--- src/pkg/pfr_map.svh ---
// Constants of the position response telegram framer
`ifndef PFR_MAP_SVH
`define PFR_MAP_SVH
`define PFR_REQ_DIAG_BIT 0
`define PFR_REQ_MARKER_BIT 1
`define PFR_REQ_SLEEP_BIT 2
`define PFR_REQ_POS_BIT 3
`define PFR_REQ_SINGLE_BIT 4
`define PFR_CHECK_KEY 8'h00
`define PFR_FRAME_LEN 6
`define PFR_LAST_IDX 3'h5
`define PFR_OFS_CTRL 4'h0
`define PFR_OFS_STATUS 4'h4
`define PFR_OFS_DIAG 4'h8
`define PFR_OFS_POS 4'hC
`define PFR_CTRL_RESET 1'b1
`define PFR_ASCII_E 8'h45
`define PFR_ASCII_ZERO 8'h30
`define PFR_ASCII_NINE 8'h39
`define PFR_ASCII_A 8'h41
`define PFR_ASCII_G 8'h47
`define PFR_DIAG_PREFIX 4'h3
`define PFR_BOOT_TIME_MS 5000
`define PFR_CLK_KHZ 10000
`endif

--- src/pkg/pfr_pkg.sv ---
// Types of the position response telegram framer
package pfr_pkg;
   typedef logic [7:0] pfr_byte_t;
   typedef struct packed {
      logic unused7;
      logic quality_hi;
      logic quality_lo;
      logic standby;
      logic marker_pending;
      logic diag_pending;
      logic tape_error;
      logic internal_error;
   } pfr_status_t;
   typedef struct packed {
      pfr_byte_t c0;
      pfr_byte_t c1;
      pfr_byte_t c2;
   } pfr_marker_t;
   typedef struct packed {
      logic [3:0] addr;
      logic [31:0] wdata;
      logic we;
      logic re;
   } pfr_bus_t;
   typedef enum logic [2:0] {
      PFR_FN_DIAG = 3'b000,
      PFR_FN_MARKER = 3'b001,
      PFR_FN_SLEEP = 3'b010,
      PFR_FN_POS = 3'b011,
      PFR_FN_SINGLE = 3'b100,
      PFR_FN_NONE = 3'b101
   } pfr_fn_t;
endpackage

--- src/verilog/pfr_telegram.sv ---
// Six-byte position response telegram framer with request decoding
// Functional notes
// - One function per request, diag highest priority
// - Response is exactly six bytes
// - Status bit 0 is internal error
// - Status bit 1 is tape error
// - Status bit 2 set while diagnostics stored
// - Status bit 3 set while marker held
// - Status bit 4 set while in standby
// - Status bits 6:5 carry reading quality
// - Status bit 7 always zero
// - Last byte is XOR of bytes 0-4
// - Position signed 32 bits, MSB first
// - Marker pending on two letters A-G, digit
// - Position still sent while marker pending
// - Marker request returns three ASCII characters
// - No stored marker answers E00
// - Diag request returns one stored entry
// - Diag codes E01 to E09 as ASCII
// - Standby request switches laser, motor off
// - Leaving standby takes a five second boot
// - Tape error reported while booting
`include "pfr_map.svh"
module pfr_telegram #(
   parameter int unsigned DIAG_DEPTH = 4,
   parameter int unsigned BOOT_CYCLES = `PFR_BOOT_TIME_MS * `PFR_CLK_KHZ
) (
   // Clock and reset
   input wire logic clk_i,
   input wire logic rst_n_i,
   // Request bytes from the serial receiver
   input wire logic req_valid_i,
   input wire pfr_pkg::pfr_byte_t req_data_i,
   // Response bytes to the serial transmitter
   output pfr_pkg::pfr_byte_t tx_data_o,
   output logic tx_valid_o,
   input wire logic tx_ready_i,
   // Measurement front end
   input wire logic [31:0] position_i,
   input wire logic position_ok_i,
   input wire logic [1:0] quality_i,
   input wire logic internal_error_i,
   input wire logic marker_valid_i,
   input wire pfr_pkg::pfr_marker_t marker_i,
   input wire logic diag_valid_i,
   input wire logic [3:0] diag_code_i,
   // Scanner power
   output logic laser_en_o,
   output logic motor_en_o,
   output logic standby_o,
   // Register port
   input wire pfr_pkg::pfr_bus_t bus_i,
   output logic [31:0] bus_rdata_o
);
   import pfr_pkg::*;

   localparam int unsigned PW = $clog2(DIAG_DEPTH);
   localparam int unsigned BW = 32;

   generate
      if (DIAG_DEPTH < 2 || (DIAG_DEPTH & (DIAG_DEPTH - 1)) != 0) begin
         $error("DIAG_DEPTH must be a power of two of at least 2");
      end
      if (BOOT_CYCLES < 1) begin
         $error("BOOT_CYCLES must be at least 1");
      end
   endgenerate

   typedef struct packed {
      logic have_first;
      pfr_byte_t first;
      logic busy;
      logic [2:0] tx_idx;
      logic [5:0][7:0] frame;
      logic tx_valid;
      pfr_byte_t tx_data;
      logic standby;
      logic power_on;
      logic booting;
      logic [BW-1:0] boot_cnt;
      logic mk_held;
      pfr_marker_t mk;
      logic [DIAG_DEPTH-1:0][7:0] dq;
      logic [PW-1:0] dq_rd;
      logic [PW-1:0] dq_wr;
      logic [PW:0] dq_cnt;
      logic enable;
      logic [31:0] rdata;
   } pfr_state_t;

   pfr_state_t q;
   pfr_state_t d;

   function automatic logic is_letter(input pfr_byte_t c);
      is_letter = (c >= `PFR_ASCII_A) && (c <= `PFR_ASCII_G);
   endfunction

   function automatic logic is_digit(input pfr_byte_t c);
      is_digit = (c >= `PFR_ASCII_ZERO) && (c <= `PFR_ASCII_NINE);
   endfunction

   logic accept;
   logic mk_ok;
   logic push;
   logic pop;
   logic dq_full;
   logic tape_err;
   pfr_byte_t push_char;
   pfr_byte_t req;
   pfr_fn_t fn;
   pfr_status_t status;
   logic [31:0] data_word;
   pfr_byte_t xor_byte;

   always_comb begin
      d = q;
      accept = 1'b0;
      req = q.first;
      fn = PFR_FN_NONE;
      pop = 1'b0;
      data_word = 32'h0000_0000;

      // Booting counts down; the sensor has no valid position meanwhile
      if (q.booting) begin
         if (q.boot_cnt <= 1) begin
            d.booting = 1'b0;
         end else begin
            d.boot_cnt = q.boot_cnt - 1'b1;
         end
      end
      tape_err = !position_ok_i || q.standby || q.booting;

      status.unused7 = 1'b0;
      status.quality_hi = quality_i[1];
      status.quality_lo = quality_i[0];
      status.standby = q.standby;
      status.marker_pending = q.mk_held;
      status.diag_pending = (q.dq_cnt != '0);
      status.tape_error = tape_err;
      status.internal_error = internal_error_i;

      // Two-byte request; a failed check drops the pair
      if (req_valid_i && !q.busy && q.enable) begin
         if (!q.have_first) begin
            d.have_first = 1'b1;
            d.first = req_data_i;
         end else begin
            d.have_first = 1'b0;
            accept = (req_data_i == (q.first ^ `PFR_CHECK_KEY));
         end
      end

      // Priority decode, highest first
      if (req[`PFR_REQ_DIAG_BIT]) begin
         fn = PFR_FN_DIAG;
      end else if (req[`PFR_REQ_MARKER_BIT]) begin
         fn = PFR_FN_MARKER;
      end else if (req[`PFR_REQ_SLEEP_BIT]) begin
         fn = PFR_FN_SLEEP;
      end else if (req[`PFR_REQ_POS_BIT]) begin
         fn = PFR_FN_POS;
      end else if (req[`PFR_REQ_SINGLE_BIT]) begin
         fn = PFR_FN_SINGLE;
      end

      unique case (fn)
         PFR_FN_DIAG: begin
            data_word[23:16] = `PFR_ASCII_E;
            data_word[15:8] = `PFR_ASCII_ZERO;
            data_word[7:0] = `PFR_ASCII_ZERO;
            if (q.dq_cnt != '0) begin
               data_word[7:0] = q.dq[q.dq_rd];
               pop = accept;
            end
         end
         PFR_FN_MARKER: begin
            data_word[23:16] = `PFR_ASCII_E;
            data_word[15:8] = `PFR_ASCII_ZERO;
            data_word[7:0] = `PFR_ASCII_ZERO;
            if (q.mk_held) begin
               data_word[23:0] = {q.mk.c0, q.mk.c1, q.mk.c2};
            end
         end
         PFR_FN_SLEEP: begin
            data_word = 32'h0000_0000;
         end
         PFR_FN_POS, PFR_FN_SINGLE, PFR_FN_NONE: begin
            data_word = position_i;
         end
      endcase

      xor_byte = pfr_byte_t'(status) ^ data_word[31:24] ^
                 data_word[23:16] ^ data_word[15:8] ^ data_word[7:0];

      if (accept) begin
         d.frame[0] = pfr_byte_t'(status);
         d.frame[1] = data_word[31:24];
         d.frame[2] = data_word[23:16];
         d.frame[3] = data_word[15:8];
         d.frame[4] = data_word[7:0];
         d.frame[5] = xor_byte;
         d.busy = 1'b1;
         d.tx_idx = 3'h0;
         d.tx_valid = 1'b1;
         d.tx_data = pfr_byte_t'(status);
         if (fn == PFR_FN_MARKER) begin
            d.mk_held = 1'b0;
         end
         if (fn == PFR_FN_SLEEP) begin
            d.standby = 1'b1;
            d.booting = 1'b0;
         end else if (q.standby && !req[`PFR_REQ_SLEEP_BIT]) begin
            d.standby = 1'b0;
            d.booting = 1'b1;
            d.boot_cnt = BW'(BOOT_CYCLES);
         end
      end
      // Registered so the power pins come straight from a flop
      d.power_on = !d.standby;

      // Byte stream out, one byte per accepted handshake
      if (q.tx_valid && tx_ready_i) begin
         if (q.tx_idx == `PFR_LAST_IDX) begin
            d.tx_valid = 1'b0;
            d.busy = 1'b0;
         end else begin
            d.tx_idx = q.tx_idx + 3'h1;
            d.tx_data = q.frame[q.tx_idx + 3'h1];
         end
      end

      // A new marker wins over the clear of a served one
      mk_ok = marker_valid_i && is_letter(marker_i.c0) &&
              is_letter(marker_i.c1) && is_digit(marker_i.c2);
      if (mk_ok) begin
         d.mk_held = 1'b1;
         d.mk = marker_i;
      end

      // Diagnostic store; front end takes the single write slot first
      push = diag_valid_i;
      push_char = {`PFR_DIAG_PREFIX, diag_code_i};
      if (!diag_valid_i && bus_i.we && bus_i.addr == `PFR_OFS_DIAG) begin
         push = 1'b1;
         push_char = {`PFR_DIAG_PREFIX, bus_i.wdata[3:0]};
      end
      dq_full = (q.dq_cnt == (PW + 1)'(DIAG_DEPTH));
      if (push && !dq_full) begin
         d.dq[q.dq_wr] = push_char;
         d.dq_wr = q.dq_wr + 1'b1;
      end
      if (pop) begin
         d.dq_rd = q.dq_rd + 1'b1;
      end
      if (push && !dq_full && !pop) begin
         d.dq_cnt = q.dq_cnt + 1'b1;
      end else if (pop && !(push && !dq_full)) begin
         d.dq_cnt = q.dq_cnt - 1'b1;
      end

      // Register port
      if (bus_i.we && bus_i.addr == `PFR_OFS_CTRL) begin
         d.enable = bus_i.wdata[0];
      end
      d.rdata = 32'h0000_0000;
      if (bus_i.re) begin
         unique case (bus_i.addr)
            `PFR_OFS_CTRL: d.rdata = {31'h0, q.enable};
            `PFR_OFS_STATUS: d.rdata = {24'h0, pfr_byte_t'(status)};
            `PFR_OFS_DIAG: d.rdata = 32'(q.dq_cnt);
            `PFR_OFS_POS: d.rdata = position_i;
            default: d.rdata = 32'h0000_0000;
         endcase
      end
   end

   always_ff @(posedge clk_i or negedge rst_n_i) begin
      if (!rst_n_i) begin
         q <= '0;
         q.enable <= `PFR_CTRL_RESET;
         q.power_on <= 1'b1;
      end else begin
         q <= d;
      end
   end

   // Outputs straight from state
   assign tx_data_o = q.tx_data;
   assign tx_valid_o = q.tx_valid;
   assign laser_en_o = q.power_on;
   assign motor_en_o = q.power_on;
   assign standby_o = q.standby;
   assign bus_rdata_o = q.rdata;

endmodule

--- config.mk ---
export PLATFORM = sky130hd
export DESIGN_NAME = pfr_telegram
export DESIGN_NICKNAME = d
export VERILOG_FILES = /design/src/pkg/pfr_pkg.sv /design/src/verilog/pfr_telegram.sv
export VERILOG_INCLUDE_DIRS = /design/src /design/src/pkg
export SDC_FILE = /design/constraint.sdc
export NUM_CORES = 1
export LEC_CHECK = 0
export BUFFER_PORTS_ARGS = -buffer_cell sky130_fd_sc_hd__buf_4
export CAP_MARGIN = 20
export CELL_PAD_IN_SITES_DETAIL_PLACEMENT = 0
export CELL_PAD_IN_SITES_GLOBAL_PLACEMENT = 1
export CORE_UTILIZATION = 40
export DETAILED_ROUTE_END_ITERATION = 8
export PLACE_DENSITY = 0.73
export RECOVER_POWER = 25
export SLEW_MARGIN = 20
export SYNTH_ARGS = -nofsm -noshare
export SYNTH_HDL_FRONTEND = slang
export SYNTH_SLANG_ARGS = --single-unit
export TNS_END_PERCENT = 50
--- constraint.sdc ---
create_clock -name clk_i -period 3.55 [get_ports clk_i]
set_input_delay 0.71 -clock clk_i [delete_from_list [all_inputs] [get_ports clk_i]]
set_output_delay 0.71 -clock clk_i [all_outputs]
set_load 0.01 [all_outputs]
Yosys cells after proc, flatten, opt, wreduce, memory -nomap -nowiden
Cells that the tools add are included.

cells by class
  multiply operators = 0
  $lt $le $gt $ge = 11
  bitwise logic cells = 5
  reductions and logical operators = 36
  muxes and demuxes = 45
  add/subtract/negate cells = 6
  equality and inequality tests = 11
  shift-type cells = 0
  divide/modulo/power cells = 0

operators with widths
  kind                                                                                count
  32-bit case mux with 4 select lines                                                 1
  32-bit 2-to-1 mux                                                                   3
  24-bit case mux with 4 select lines                                                 1
  33-bit 2-to-1 mux                                                                   2
  62-bit 2-to-1 mux                                                                   1
  8-bit 2-to-1 mux                                                                    6
  34-bit 2-to-1 mux                                                                   1
  32-bit bitwise mux                                                                  1
  32-bit by 1-bit less-or-equal comparator with 1-bit output (second input constant)  1
  32-bit by 1-bit subtractor with 32-bit output (second input constant)               1
  25-bit 2-to-1 mux                                                                   1
  8-bit binary-select mux with 3-bit select                                           1
  24-bit 2-to-1 mux                                                                   1
  8-bit bitwise XOR                                                                   3
  3-bit 2-to-1 mux                                                                    7
  1-bit logical AND                                                                   17
  8-bit binary-select mux with 2-bit select                                           1
  8-bit demux with 2-bit select                                                       1
  8-bit by 7-bit >= comparator with 1-bit output (second input constant)              2
  8-bit by 7-bit less-or-equal comparator with 1-bit output (second input constant)   2
  1-bit 2-to-1 mux                                                                    14
  3-bit equality test (second input constant)                                         4
  9-bit 2-to-1 mux                                                                    1
  4-bit equality test (second input constant)                                         2
  23 further kinds                                                                    39

storage, ports and cells
  bits in latches = 0
  RAM bits = 0
  ROM bits = 0
  memories kept = 0
  flip-flop bits (word level) = 201
  logic and storage cells = 143
  output and inout bits = 44
  bits of input ports = 116

Logic depth before layout (Yosys ltp)
  depth after elaboration = 15
  depth in mapped cells = 10
  mapped depth without buffers = 10

Worst setup path before layout
Ideal clock, no wire load.

  path type = in2reg
  start = input bus_i[35] in the netlist's numbering
  end = register q[35] in the netlist's numbering
  setup slack = 0.760 ns
  path buffers = 0
  stages = 9
  library setup time = 0.079 ns
  arrival = 2.711 ns
  path through = nor4b_1 a21oi_1 a21oi_1 ha_1 inv_1 fa_1 xor2_1 nor2_1 xor2_1

between the ends
  longest elaborated chain between the ends = 7
  elaborated cells on any way between the ends = 9
  classes of those cells = eq/ne: 1; mux: 2; reduce/logical: 6

RTL lines
  item                             line                                      source
  start, declared                  pfr_telegram.sv:52                        input wire pfr_pkg::pfr_bus_t bus_i,
  4-bit equality test (*)          -
  1-bit logical AND (no line) (*)  -
  1-bit 2-to-1 mux (*)             pfr_telegram.sv:243                       if (!diag_valid_i && bus_i.we && bus_i.addr == `PFR_OFS_DIAG) begin
  1-bit logical AND (*)            pfr_telegram.sv:255, pfr_telegram.sv:257
  1-bit zero test                  pfr_telegram.sv:257                       end else if (pop && !(push && !dq_full)) begin
  1-bit logical AND                pfr_telegram.sv:257
  2-bit nonzero test (no line)     -
  end, declared                    pfr_telegram.sv:91                        pfr_state_t q;

Every way passes the cells marked *; elsewhere a longest branch is shown, timed or not.
A chain may end at the register's enable or synchronous reset.

==> out/qor.txt <==
CTS tree: built
Netlist Area Pre-Place: 9756 sq um
largest net degree at the start of global routing: 113
syn avg cell area: 10.72 sq um
distinct cell type count after synthesis: 72
Switching Share: 32.91%
GRT Total Usage: 20.47%
WP data required: 3880 ps
Power Density: 539.9 nW/um^2
Ports: 160
Seq/Total Area, Yosys: 48.51%
vias per inst: 5.345
clk_lat worst skew: 450 ps
Resized Gates After CTS: 0
clock sink total: 189
crit path kind: reg -> reg
vias in the first global route: 6,981
worst min-delay path category: reg -> reg
setup bufs post-CTS: 0
GP Congestion: 0.7556
P_leak: 5.015 nW
outcome: finished with violations
Clock Tree Buf Depth: 2
Overflow after GRT: 0
Int Power: 0.004131 W
Slew Limit Fails: 40
total wire length: 24.25 mm
Worst Setup End Kind: register
Flop pwr share: 42.1%
Synth Flop Type: dfrtp_1
YS warnings: 0
H-Tree Depth: 4
starting density of the core: 41.19%
Tmin final: 2893 ps
Iteration-0 DRC Markers: 437
startpoint types: register
crit-path max FO: 4
FILL cells: 2,240
Num CTS Buffers: 17
Routed Antenna Nets: 0
Die Y: 158.2 um
Row Count: 56
peak supply drop: 0.2313 mV
nets: 1,121
cell count after synthesis: 910
Max-slew headroom: -57.07%
Layout Skew: 18.31 ps
Setup TNS: 0 ps
Post-DP HPWL: 17.04 mm
layout cell share with drive strength beyond 1: 26.88%
first-pass GRT wire length: 38.72 mm
Comb pwr share: 26.6%
Die Width: 158.2 um
initial antenna violation count: 0
Clock Power Share: 31.3%
synthesis-to-layout area growth: 16.93%
DRT Pass-1 Iters: 5
Post-synth EDFFs: 0
CTS Root Cell: clkbuf_16
Design Power: 0.006158 W
Synthesized Nets: 1,036
die area: 25,020 sq um
Async S/R FF share, synth: 100.0%
routed vias: 7,093
Residual DRC: 0
core area: 23,680 sq um
cts hold-fix bufs: 0
hold slack: 464.9 ps
ANT cells: 0
post-DR wirelength/cell: 18.27 um
Synth Register Bits: 189
max-cap viol count: 1
reg2reg setup slack: 660 ps
register clock-pin slew on the reported worst setup and hold paths: 80 ps
RSZ-0062 raised after global routing: false
Final Hold Fails: 0
Arrival @ worst endpoint: 3220 ps
Highest Clock Rate: 345.6 MHz
Least-Margin Pin Slew: 2356 ps
Psw: 0.002027 W
I/O Buffers: 131
fin crit share: 81.50%
Final setup viols: 0
failing checks: max-capacitance violations, max-slew violations
==> logic make-up after synthesis <==
logic type	count (synthesis)	synth area share [%]
compound gates	158	10.18
xor+xnor	37	4.322
fa+ha+maj	10	1.360
buf+inv	95	5.617
flops	189	48.51
mux	72	9.606
simple gates	349	20.41
==> power groups by stage <==
stage	Sequential (W)	Combinational, W	Clock [W]
detailed placement	0.00263	0.00165	0
global route	0.00263	0.00180	0.00206
floorplan	0.00257	0.00117	0
CTS	0.00259	0.00165	0.00198
finish	0.00259	0.00164	0.00193
global placement	0.00262	0.00163	0
==> per-stage QoR <==
step / setup WS (ps) / util (%) / cells / cell area [sq um]
after CTS: 755.3 / 48.21 / 1327 / 11420
after floorplan: 760.1 / - / 910 / 9756
after detailed placement: 424.4 / 45.71 / 1295 / 10830
final: 656.7 / 48.17 / 1327 / 11410
after global routing: 561.7 / 48.17 / 1327 / 11410
after global placement: 437.8 / 45.71 / 1295 / 10830
==> metal layers <==
| layer | vias up | global-route usage [%] | part of all wire (%) |
|---|---|---|---|
| met2 | 133 | 31.73 | 47 |
| met1 | 3540 | 29.10 | 49 |
| li1 | 3400 | - | - |
| met3 | 20 | 3.915 | 3.1 |
| met5 | - | 0 | 0 |
| met4 | 0 | 5.678 | 1.4 |
==> critical path, cell delays in order, from the launching register on <==
cell and delay (ps):
dfstp_1 700, and3b_1 240, nand2_1 100, or3_2 540, nand2b_1 210, ha_1 240, inv_1 70, fa_1 400
mux2_2 270
==> final timing paths <==
kind	cells past startpoint	to	start
worst min-delay path	1	q[76]	q[76]
worst min register to register	1	q[76]	q[76]
min in group asynchronous	1	q[121]	rst_n_i
worst max-delay path	8	q[34]	q[32]
max in group asynchronous	2	q[165]	rst_n_i
worst max register to register	8	q[34]	q[32]
==> layout make-up <==
class	instances	area, sq um	area share [%]
clock buffer	17	425.4	3.729
timing repair buffer	152	1150	10.08
multi-input combinational	626	4501	39.45
tap	319	399.1	3.499
clock inverter	15	166.4	1.459
sequential	189	4732	41.48
inverter	9	33.78	0.2961
==> sequential cells by signal, summed over array words and instances, names as in the netlist <==
register / count
q: 138
bus_rdata_o: 32
req: 8
tx_data_o: 8
laser_en_o: 1
standby_o: 1
tx_valid_o: 1
==> Yosys cell counts (all sizes together), types with 3 or more instances <==
cell type,n,share of area (%)
nand3b,5,0.38
o21a,3,0.23
buf,47,3.7
nand4,7,0.45
xnor3,6,1.4
o31a,4,0.37
nor3,13,0.95
a31oi,5,0.32
or2,8,0.51
nand2b,27,1.7
a21oi,39,2.0
clkbuf,39,1.6
mux2i,16,1.6
or4,10,0.81
nor4b,14,1.3
inv,9,0.35
nand2,88,3.4
o22ai,9,0.58
mux4,13,3.0
nand4bb,3,0.35
a21o,3,0.23
o21ai,49,2.5
a221oi,7,0.63
a22oi,17,1.3
ha,9,1.2
xor2,9,0.81
mux2,43,5.0
or3,28,1.9
nor2b,15,0.96
and2,25,1.6
nor2,51,2.0
dfrtp,187,48
and4b,8,0.82
o31ai,8,0.62
xnor2,21,1.9
and3,3,0.19
nor4,12,0.99
or3b,4,0.36
nand3,21,1.1
==> cell usage in the layout, fill, tap and decap left out, drive strengths merged, types with 14 or more instances in the layout <==
master / netlist / final
nor4b: 14 / 14
inv: 9 / 18
o21ai: 49 / 49
clkbuf: 39 / 19
a22oi: 17 / 17
nand2: 88 / 88
nand3: 21 / 21
a21oi: 39 / 39
mux2: 43 / 43
dfrtp: 187 / 187
or3: 28 / 28
mux2i: 16 / 16
buf: 47 / 150
nand2b: 27 / 27
and2: 25 / 25
nor2b: 15 / 15
xnor2: 21 / 21
nor2: 51 / 51
(Power assumes the default switching activity.)
